**config.mk**
```make
export PLATFORM = sky130hd
export DESIGN_NAME = bfr_rescaler_end_flat
export DESIGN_NICKNAME = d
export VERILOG_FILES = /design/src/verilog/bfr_pkg.sv /design/src/verilog/bfr_link_if.sv /design/src/verilog/bfr_rescaler_end.sv /design/src/flat_wrapper.sv
export SDC_FILE = /design/constraint.sdc
export NUM_CORES = 1
export LEC_CHECK = 0
export ABC_AREA = 1
export BUFFER_PORTS_ARGS = -buffer_cell sky130_fd_sc_hd__buf_4
export CORE_UTILIZATION = 40
export DETAILED_ROUTE_END_ITERATION = 10
export MAX_ROUTING_LAYER = met4
export PLACE_DENSITY = 0.64
export SYNTH_ARGS = -nofsm -noshare
export SYNTH_HDL_FRONTEND = slang
export SYNTH_SLANG_ARGS = --single-unit
```
**constraint.sdc**
```tcl
create_clock -name clk -period 0.9 [get_ports clk]
set_input_delay 0.18 -clock clk [delete_from_list [all_inputs] [get_ports clk]]
set_output_delay 0.18 -clock clk [all_outputs]
set_load 0.01 [all_outputs]
```
**src/verilog/bfr_pkg.sv**
```systemverilog
`default_nettype none
package bfr_pkg;
   // --------------------------------------------------------------
   // sizes of the worked case: 256 point quad output engine
   // --------------------------------------------------------------
   localparam int DATA_W      = 16;
   localparam int EXP_W       = 6;
   localparam int LOG2_N      = 8;
   localparam int LOG2_N_W    = 5;
   localparam int QUAD_ENGINE = 1;
   // correction and range terms
   localparam int R_EVEN      = 0;
   localparam int R_ODD       = 1;
   localparam int SINGLE_LO_K = 0;
   localparam int SINGLE_HI_K = 4;
   localparam int QUAD_LO_K   = 1;
   localparam int QUAD_HI_K   = 7;
   localparam int PASS_MUL    = 3;
   // left shift span and full scale width
   localparam int MAX_LSHIFT  = 11;
   localparam int FULL_W      = DATA_W + MAX_LSHIFT;

   // pass count: ceil(log4 N) from log2 N
   function automatic int bfr_passes(input int log2n);
      return (log2n + 1) / 2;
   endfunction

   // correction term: parity of log2 N
   function automatic int bfr_corr(input int log2n);
      return (log2n % 2 == 0) ? R_EVEN : R_ODD;
   endfunction

   // most negative legal exponent
   function automatic int bfr_exp_lo(input int log2n, input int quad);
      return -PASS_MUL * bfr_passes(log2n) + bfr_corr(log2n) + (quad != 0 ? QUAD_LO_K : SINGLE_LO_K);
   endfunction

   // most positive legal exponent
   function automatic int bfr_exp_hi(input int log2n, input int quad);
      return bfr_passes(log2n) + bfr_corr(log2n) - (quad != 0 ? QUAD_HI_K : SINGLE_HI_K);
   endfunction
endpackage
`default_nettype wire

```
**src/verilog/bfr_link_if.sv**
```systemverilog
`default_nettype none
interface bfr_link_if;
   logic                           valid;
   logic                           sop;
   logic                           eop;
   logic [bfr_pkg::DATA_W-1:0]     re;
   logic [bfr_pkg::DATA_W-1:0]     im;
   logic signed [bfr_pkg::EXP_W-1:0] expo;
   modport core (output valid, output sop, output eop, output re, output im, output expo);
   modport rescaler (input valid, input sop, input eop, input re, input im, input expo);
endinterface
`default_nettype wire

```
**src/verilog/bfr_rescaler_end.sv**
```systemverilog
`default_nettype none
module bfr_rescaler_end (
   input  wire logic                              clk,
   input  wire logic                              nrst,
   bfr_link_if.rescaler                           link,
   output logic                                   full_valid,
   output logic                                   full_sop,
   output logic                                   full_eop,
   output logic [bfr_pkg::FULL_W-1:0]             full_re,
   output logic [bfr_pkg::FULL_W-1:0]             full_im,
   output logic [bfr_pkg::DATA_W-1:0]             sat_re,
   output logic [bfr_pkg::DATA_W-1:0]             sat_im,
   output logic                                   exp_err
);
   // --------------------------------------------------------------
   // exponent span of this engine
   // --------------------------------------------------------------
   // fixed at elaboration, no logic behind these
   // span from length
   localparam int LO = bfr_pkg::bfr_exp_lo(bfr_pkg::LOG2_N, bfr_pkg::QUAD_ENGINE);
   localparam int HI = bfr_pkg::bfr_exp_hi(bfr_pkg::LOG2_N, bfr_pkg::QUAD_ENGINE);

   localparam int FW = bfr_pkg::FULL_W;
   localparam int DW = bfr_pkg::DATA_W;

   // clip limits for the kept low bits
   localparam logic [DW-1:0] SAT_POS = {1'b0, {(DW-1){1'b1}}};
   localparam logic [DW-1:0] SAT_NEG = {1'b1, {(DW-1){1'b0}}};

   // placement map: sample lsb at the left shift count
   //   left shift count is minus the exponent
   //   exponent -11 : bits 26..11, no sign copies
   //   exponent -10 : bits 25..10, one sign copy
   //   exponent  -9 : bits 24..9, two sign copies
   //   exponent  -8 : bits 23..8, three sign copies
   //   exponent  -7 : bits 22..7, four sign copies
   //   exponent  -6 : bits 21..6, five sign copies
   //   exponent  -5 : bits 20..5, six sign copies
   //   exponent  -4 : bits 19..4, seven sign copies
   //   exponent  -3 : bits 18..3, eight sign copies
   //   any other    : bits 15..0, flagged on exp_err

   // --------------------------------------------------------------
   // helpers
   // --------------------------------------------------------------
   // sign extend first, then shift, so zeros enter from below
   // shift is a plain int, only 0 to 11 ever reach it
   // place with sign extension
   function automatic logic [FW-1:0] bfr_place(input logic [DW-1:0] d, input int sh);
      logic signed [FW-1:0] ext;
      ext = FW'(signed'(d));
      return FW'(ext <<< sh);
   endfunction

   // every bit from the kept sign bit up must agree, else clip
   // clip to low bits without wrap
   function automatic logic [DW-1:0] bfr_sat(input logic [FW-1:0] v);
      logic all_zero;
      logic all_one;
      all_zero = (v[FW-1:DW-1] == '0);
      all_one  = (v[FW-1:DW-1] == '1);
      if (all_zero || all_one)
         return v[DW-1:0];
      if (v[FW-1])
         return SAT_NEG;
      return SAT_POS;
   endfunction

   // --------------------------------------------------------------
   // exponent decode
   // --------------------------------------------------------------
   int   lsh;
   logic in_range;

   always_comb begin
      in_range = (int'(link.expo) >= LO) && (int'(link.expo) <= HI);
   end

   // int math, so negating the most negative code cannot overflow
   // out of span codes get no shift; the flag tells downstream
   // minus exponent, left shifts
   always_comb begin
      lsh = -int'(link.expo) - (-LO - bfr_pkg::MAX_LSHIFT);
      if (!in_range)
         lsh = 0;
   end

   // --------------------------------------------------------------
   // placement and clipping
   // --------------------------------------------------------------
   logic [FW-1:0] next_re;
   logic [FW-1:0] next_im;
   logic [DW-1:0] next_sat_re;
   logic [DW-1:0] next_sat_im;

   always_comb begin
      next_re = bfr_place(link.re, lsh);
      next_im = bfr_place(link.im, lsh);
   end

   // low bits give unity gain; a wider pick is a downstream job
   // real low bits, saturated
   always_comb begin
      next_sat_re = bfr_sat(next_re);
   end

   always_comb begin
      next_sat_im = bfr_sat(next_im);
   end

   // --------------------------------------------------------------
   // strobes, one clock after link valid
   // --------------------------------------------------------------
   // strobes are never gated by the range flag
   // strobes follow valid
   always_ff @(posedge clk or negedge nrst) begin
      if (!nrst) begin
         full_valid <= 1'b0;
         full_sop   <= 1'b0;
         full_eop   <= 1'b0;
      end else begin
         full_valid <= link.valid;
         full_sop   <= link.valid & link.sop;
         full_eop   <= link.valid & link.eop;
      end
   end

   // --------------------------------------------------------------
   // range flag
   // --------------------------------------------------------------
   // one pulse per offending sample; its word is still delivered
   // flag codes outside span
   always_ff @(posedge clk or negedge nrst) begin
      if (!nrst) begin
         exp_err <= 1'b0;
      end else begin
         exp_err <= link.valid & ~in_range;
      end
   end

   // --------------------------------------------------------------
   // real part
   // --------------------------------------------------------------
   // held between samples, so a gap keeps the last word
   // words leave undivided, scaling downstream
   always_ff @(posedge clk or negedge nrst) begin
      if (!nrst) begin
         full_re <= '0;
      end else if (link.valid) begin
         full_re <= next_re;
      end
   end

   // clipped from the placed word, not from the sample
   // saturated real word
   always_ff @(posedge clk or negedge nrst) begin
      if (!nrst) begin
         sat_re <= 16'h0000;
      end else if (link.valid) begin
         sat_re <= next_sat_re;
      end
   end

   // --------------------------------------------------------------
   // imaginary part
   // --------------------------------------------------------------
   // held between samples like the real word
   // imag word, same exponent
   always_ff @(posedge clk or negedge nrst) begin
      if (!nrst) begin
         full_im <= '0;
      end else if (link.valid) begin
         full_im <= next_im;
      end
   end

   // same clip limits as the real part
   // saturated imag word
   always_ff @(posedge clk or negedge nrst) begin
      if (!nrst) begin
         sat_im <= 16'h0000;
      end else if (link.valid) begin
         sat_im <= next_sat_im;
      end
   end
endmodule // bfr_rescaler_end
`default_nettype wire

```
**src/flat_wrapper.sv**
```systemverilog
// flat-port wrapper written by rule: the top's interface ports become plain ports
module bfr_rescaler_end_flat 
  (clk, nrst, full_valid, full_sop, full_eop, full_re, full_im, sat_re, sat_im, exp_err, link_valid, link_sop, link_eop, link_re, link_im, link_expo);
  bfr_link_if link_i ();
  input  wire logic clk;
  input  wire logic nrst;
  output logic full_valid;
  output logic full_sop;
  output logic full_eop;
  output logic [bfr_pkg::FULL_W-1:0] full_re;
  output logic [bfr_pkg::FULL_W-1:0] full_im;
  output logic [bfr_pkg::DATA_W-1:0] sat_re;
  output logic [bfr_pkg::DATA_W-1:0] sat_im;
  output logic exp_err;
  input wire logic [$bits(link_i.valid)-1:0] link_valid;
  input wire logic [$bits(link_i.sop)-1:0] link_sop;
  input wire logic [$bits(link_i.eop)-1:0] link_eop;
  input wire logic [$bits(link_i.re)-1:0] link_re;
  input wire logic [$bits(link_i.im)-1:0] link_im;
  input wire logic [$bits(link_i.expo)-1:0] link_expo;
  assign link_i.valid = link_valid;
  assign link_i.sop = link_sop;
  assign link_i.eop = link_eop;
  assign link_i.re = link_re;
  assign link_i.im = link_im;
  assign link_i.expo = link_expo;
  bfr_rescaler_end u_core (.clk(clk), .nrst(nrst), .link(link_i), .full_valid(full_valid), .full_sop(full_sop), .full_eop(full_eop), .full_re(full_re), .full_im(full_im), .sat_re(sat_re), .sat_im(sat_im), .exp_err(exp_err));
endmodule
```
==> flow_metrics.tcl, run 1 <==
set metrics [dict create \
    area_delta_synth_final_pct 95.4 \
    synth_cell_types 32 \
    first_pass_iters 5 \
    p_seq_share_pct 32.7 \
    synthMuxAreaShare_pct 0 \
    synth_nets 914 \
    setup_tns_ns -158.24 \
    io_buffers 132 \
    worst_pin_slew_ns 0.349 \
    synthCells 862 \
    fill_cells 806 \
    first_global_vias 7192 \
    seq_area_um2 2250 \
    period_minus_slack_ns 2.94 \
    cts_buffers 9 \
    path_common_cell "nand3_2" \
    final_cell_mix "244 x buf_4, 209 x nand2_1, 124 x nand3_2" \
    slowest_delay_ns 0.22 \
    ir_worst_vdd_uv 1150 \
    multi_input_area_um2 4790 \
    worstPathArrival_ns 3.16 \
    grt_pass1_wl_mm 33.6 \
    hold_viol 0 \
    critPathKind "in2reg" \
    setup_violations 177 \
    crit_family "simple AND/OR/NAND/NOR gates" \
    synth-main-ff-cell "dfrtp_1" \
    vias 7933 \
    clkSlewWorstSetupHoldPaths_ns 0.07 \
    n_antenna_cell 0 \
    placed_area_um2 8530 \
    coreArea_um2 14100 \
    gp_congestion 0.929 \
    start_kind "input port" \
    synth_adder_area_share_pct 1.92 \
    hold_path_class "in2reg" \
    die_y_um 123 \
    met2_usage_pct 50.3 \
    clk-insertion-delay-late_ns 0.34 \
    rsz0062_at_grt "true" \
    clock_sinks 90 \
    max_freq_ghz 0.340 \
    dpl.hpwl_mm 15.2 \
    synth_area_um2 5860 \
    synth_compound_area_share_pct 6.30 \
    slew_headroom_pct 76.7 \
    maxCapViolations 0 \
    clockPowerShare_pct 22.9 \
    antenna_found_initial 0 \
    design.die.area_um2 15100 \
    synthTopCellsByArea "dfrtp_1 38%, nand3_1 21%, nand2_1 18%, o21ai_0 3.8%, nor2_1 2.9%" \
    powerDensity_nw_per_um2 1350 \
    grt_overflow 0 \
    synthSimpleGateAreaFrac_pct 45.4 \
    status "complete, but fails checks" \
    synth_top_area_share_pct 38.5 \
    maxSlewViolCount 0 \
    period_share_pct 326 \
    met1_usage_pct 33.3 \
    leakagePower_nw 5.60 \
    ant_nets 0 \
    grt.total_usage_pct 29.4 \
    fin_skew_ns 0 \
    end_kind "register" \
    htreeDepth 3 \
    regToRegSetupSlack_ns 0.01 \
    violations "setup timing" \
    drt_iter0_markers 654 \
    routed_wirelength_mm 25.5 \
    yosys.area_share.xor_xnor_pct 0.150 \
    cts_max_path_buffers 2 \
    floorplan.rows 43 \
    async_reset_ff_share_pct 100 \
    cts_tree "built" \
    path_max_fanout 8 \
    crit_required_ns 1.12 \
    layout.nets 1255 \
    post-synth-top-area-cell "dfrtp_1" \
    synth_top_family_by_area "simple AND/OR/NAND/NOR gates" \
    ys_seq_area_share_pct 38.5 \
    crit_path_top_delay_cell "ha_1" \
    crit_buf_inv 7 \
    busiest_layer "met2" \
    grt_use_met3_pct 4.57 \
    switching_share_pct 35.2 \
    setup_slack_ns -2.04 \
    internal-power_mw 10.0 \
    grt_max_degree 27 \
    cts-root-buf "clkbuf_16" \
    drive_above_1_share_pct 57.9 \
    fin_hold_ws_ns 0.0167 \
    synth_edf_count 0 \
    comb_power_share_pct 44.4 \
    wl_per_cell_um 18.3 \
    die_w_um 123 \
    drc 0 \
    io-pin-count 133 \
    initial_core_util_pct 41.5 \
    mostFrequentLayoutCell "buf_4" \
    fin_area_um2 11400 \
    yosysWarnings 0 \
    synth.avg_cell_area_um2 6.79 \
    switchingPower_mw 5.43 \
    postSynthRegisterBits 90 \
    viasPerCell 5.72 \
]
==> power by group through the flow <==
stage                     clock, mW  combinational [mW]  sequential, mW
after floorplan                   0                1.88            5.22
after global placement            0                4.63            5.00
after detailed placement          0                4.70            4.99
after CTS                      3.54                5.52            4.97
after global routing           3.73                7.32            5.09
final                          3.54                6.85            5.05
==> cell families (layout without fill, tap and decap cells) <==
kind of cell               count (synthesis)  in the layout
and+or+nand+nor                          597            598
buffers and inverters                    101            446
DFF                                       90             90
AOI/OAI and AO/OA                         64             64
adders and majority gates                  9              9
xor gates and xnor gates                   1              1
==> cell type report <==
| class | instances | area share, % |
|---|---|---|
| Multi-Input combinational cell | 672 | 41.8 |
| Sequential cell | 90 | 19.7 |
| Clock inverter | 5 | 0.328 |
| Timing Repair Buffer | 382 | 32.3 |
| Tap cell | 180 | 1.97 |
| Clock buffer | 11 | 2.03 |
| Timing Repair inverter | 1 | 0.0437 |
| Inverter | 47 | 1.81 |
==> synthesized netlist by cell type (all sizes together), types with 2 or more instances <==
library cell	number
nand2	283
nand3	251
dfrtp	90
nor2	47
inv	45
o21ai	44
buf	35
clkbuf	19
nand4	12
ha	9
a21oi	8
a31oi	4
o211ai	4
a22o	3
nor3	3
clkinv	2
==> worst paths after layout <==
| kind | start | end | cells after the start |
|---|---|---|---|
| worst max-delay path | link_expo[0] | u_core.sat_im[10] | 25 |
| worst min-delay path | link_sop | u_core.full_sop | 3 |
| worst max register to register | u_core.full_re[4] | u_core.full_re[4] | 2 |
| worst min register to register | u_core.full_re[8] | u_core.full_re[8] | 2 |
| max in group asynchronous | nrst | u_core.full_re[2] | 3 |
| min in group asynchronous | nrst | u_core.full_im[19] | 2 |
==> tightest hold or removal path: cells and delay by family <==
family | cells | cell delay [ns]
and+or+nand+nor | 1 | 0.04
buffers and inverters | 2 | 0.11
==> per-layer routing <==
metal | up-vias | share of wire, %
met3 | 134 | 6.5
met4 | 0 | 5.4
met5 | - | 0
met1 | 3801 | 37
met2 | 427 | 51
li1 | 3571 | -
==> sequential cells by signal, summed over array words and instances (netlist names) <==
register	count
u_core.full_re	27
u_core.full_valid	1
u_core.full_sop	1
u_core.exp_err	1
u_core.full_im	27
u_core.sat_im	16
u_core.sat_re	16
u_core.full_eop	1
==> stage by stage <==
step | utilization, % | power [mW] | setup slack [ns] | std cells
final | 81.2 | 15.4 | -2.04 | 1388
after global routing | 81.2 | 16.1 | -2.21 | 1388
after CTS | 71.4 | 14.0 | -1.86 | 1337
after detailed placement | 60.5 | 9.69 | -2.41 | 1298
after global placement | 60.5 | 9.63 | -2.32 | 1298
after floorplan | - | 7.10 | -1.74 | 862
==> what timing repair did <==
item,in CTS,in global routing
resized for setup,238,233
cloned,6,4
hold buffers,1,0
endpoints found under the setup margin,177,177
pin swaps,39,59
setup buffers,17,51
hold endpoints to repair,14,0
Note: power is estimated with default switching activity, not from simulation.
==> run 2, diff against run 1 <==
--- a/config.mk
+++ b/config.mk
@@ -14,3 +14,4 @@
 export SYNTH_ARGS = -nofsm -noshare
 export SYNTH_HDL_FRONTEND = slang
 export SYNTH_SLANG_ARGS = --single-unit
+export TNS_END_PERCENT = 10
==> run 2 against run 1 <==
Compared with the run above: the run still ends with setup timing left; clock power is 9.6% higher; clock-buffer cell count is 1 lower; non-clock buffer count is 39 lower; critical path depth stayed put; utilization is 6.9 points lower.
==> flow_metrics.tcl, run 2 (synthesized netlist as in run 1, its figures left out) <==
set metrics [dict create \
    startpoint "link_expo[0]" \
    path_max_fanout 16 \
    setup_tns_ns -156.56 \
    layout.nets 1215 \
    placed_area_um2 8430 \
    maxSlewViolCount 0 \
    max_freq_ghz 0.337 \
    violations "setup timing" \
    ant_nets 0 \
    mostFrequentLayoutCell "buf_4" \
    clkSlewWorstSetupHoldPaths_ns 0.07 \
    end_kind "register" \
    io-pin-count 133 \
    period_minus_slack_ns 2.96 \
    critPathKind "in2reg" \
    area_delta_synth_final_pct 78.9 \
    powerDensity_nw_per_um2 1410 \
    maxCapViolations 0 \
    slew_headroom_pct 78.4 \
    grt.total_usage_pct 28.9 \
    initial_core_util_pct 41.5 \
    gp_congestion 0.915 \
    hp-start "link_sop" \
    final_cell_mix "268 x buf_4, 233 x nand2_1, 138 x nand3_2" \
    coreArea_um2 14100 \
    setup_slack_ns -2.06 \
    die_y_um 123 \
    fin_skew_ns 0 \
    wl_per_cell_um 16.9 \
    first_global_vias 7113 \
    cts_max_path_buffers 2 \
    vias 7488 \
    cts_buffers 9 \
    dpl.hpwl_mm 14.6 \
    fin_area_um2 10500 \
    cts-root-buf "clkbuf_16" \
    grt_max_degree 31 \
    drc 0 \
    worst_pin_slew_ns 0.323 \
    rr_startpoint "u_core.full_re[3]" \
    grt_pass1_wl_mm 33.2 \
    n_antenna_cell 0 \
    cts_tree "built" \
    period_share_pct 329 \
    routed_wirelength_mm 22.8 \
    leakagePower_nw 5.27 \
    first_pass_iters 7 \
    floorplan.rows 43 \
    grt_overflow 0 \
    start_kind "input port" \
    design.die.area_um2 15100 \
    ir_worst_vdd_uv 1140 \
    status "complete, but fails checks" \
    worstPathArrival_ns 3.19 \
    rsz0062_at_grt "true" \
    drt_iter0_markers 514 \
    io_buffers 132 \
    clock_sinks 90 \
    fill_cells 1004 \
    crit_required_ns 1.13 \
    hold_path_class "in2reg" \
    htreeDepth 3 \
    antenna_found_initial 0 \
    hold_viol 0 \
    largest_registers "u_core.full_im (27), u_core.full_re (27)" \
    die_w_um 123 \
    viasPerCell 5.55 \
    drive_above_1_share_pct 52.6 \
    place_ws_ns -2.31 \
    setup_violations 177 \
    clk-insertion-delay-late_ns 0.35 \
    regToRegSetupSlack_ns 0.16 \
]
[run 2: changes by cell type in the layout (fill, tap and decap cells not counted), sizes merged]
cell	change
buf	-40
clkinvlp	-1
bufinv	+1
[run 2: cell type report]
class | count | area [um2] | area share, %
inverters | 47 | 198 | 1.89
multi-input cells | 672 | 4390 | 41.9
flip-flops and latches | 90 | 2250 | 21.5
repair buffers | 343 | 3110 | 29.7
well taps | 180 | 225 | 2.15
clock buffers | 10 | 229 | 2.19
clock inverters | 6 | 72.6 | 0.693
[run 2: repair_timing]
item / CTS / global route
hold buffers: 1 / 0
setup endpoints to repair: 177 / 177
gates resized for setup: 194 / 134
endpoints found under the hold margin: 13 / 0
pin swaps: 27 / 29
gates cloned: 4 / 4
setup buffers: 32 / 8
[run 2: critical path: stages]
cell and delay (ns):
buf_12 0.12, inv_12 0.04, ha_4 0.12, inv_2 0.04
nor2_4 0.11, nand4_1 0.09, ha_1 0.29, nand2_1 0.09
nor2_2 0.06, nand3_2 0.09, nand3_4 0.18, buf_12 0.22
nand3_1 0.13, nand3_1 0.14, nand2_1 0.12, nand2_1 0.10
nand3_2 0.08, nand2_2 0.09, nand2_2 0.09, nand2_2 0.06
nor2_2 0.17, nand3_4 0.16, nand3_4 0.16, clkbuf_16 0.16
nand3_1 0.09
[run 2: path summary, 6_finish.rpt]
path                                      endpoint  cells after the start
worst max register to register   u_core.full_re[3]                      1
max in group asynchronous         u_core.sat_im[8]                      3
worst min-delay path               u_core.full_sop                      3
worst max-delay path             u_core.sat_re[13]                     25
min in group asynchronous       u_core.full_re[10]                      2
worst min register to register   u_core.full_im[2]                      2
[run 2: metrics by stage]
| stage | hold slack [ns] | power, mW | std cells | utilization [%] |
|---|---|---|---|---|
| final | 0.00702 | 14.8 | 1348 | 74.3 |
| after global routing | 0.0134 | 15.4 | 1348 | 74.3 |
| after CTS | 0.00983 | 14.3 | 1341 | 69.6 |
| after detailed placement | 0.101 | 9.60 | 1288 | 59.8 |
| after global placement | 0.0973 | 9.55 | 1288 | 59.8 |
| after floorplan | -0.116 | 7.07 | 862 | - |
[run 2: report_power, final]
| group | internal, mW | switching, mW | total [mW] | leakage [nW] |
|---|---|---|---|---|
| Sequential | 4.60 | 0.381 | 4.98 | 1.10 |
| Clock | 2.18 | 1.69 | 3.88 | 0.144 |
| Combinational | 2.91 | 2.99 | 5.90 | 4.02 |
[run 2: per-layer routing]
metal | GRT usage [%] | routed length [um] | up-vias
li1 | - | - | 3496
met4 | 14.5 | 987 | 0
met2 | 48.8 | 11500 | 358
met3 | 4.38 | 1350 | 105
met1 | 33.5 | 9030 | 3529
met5 | - | 0 | -
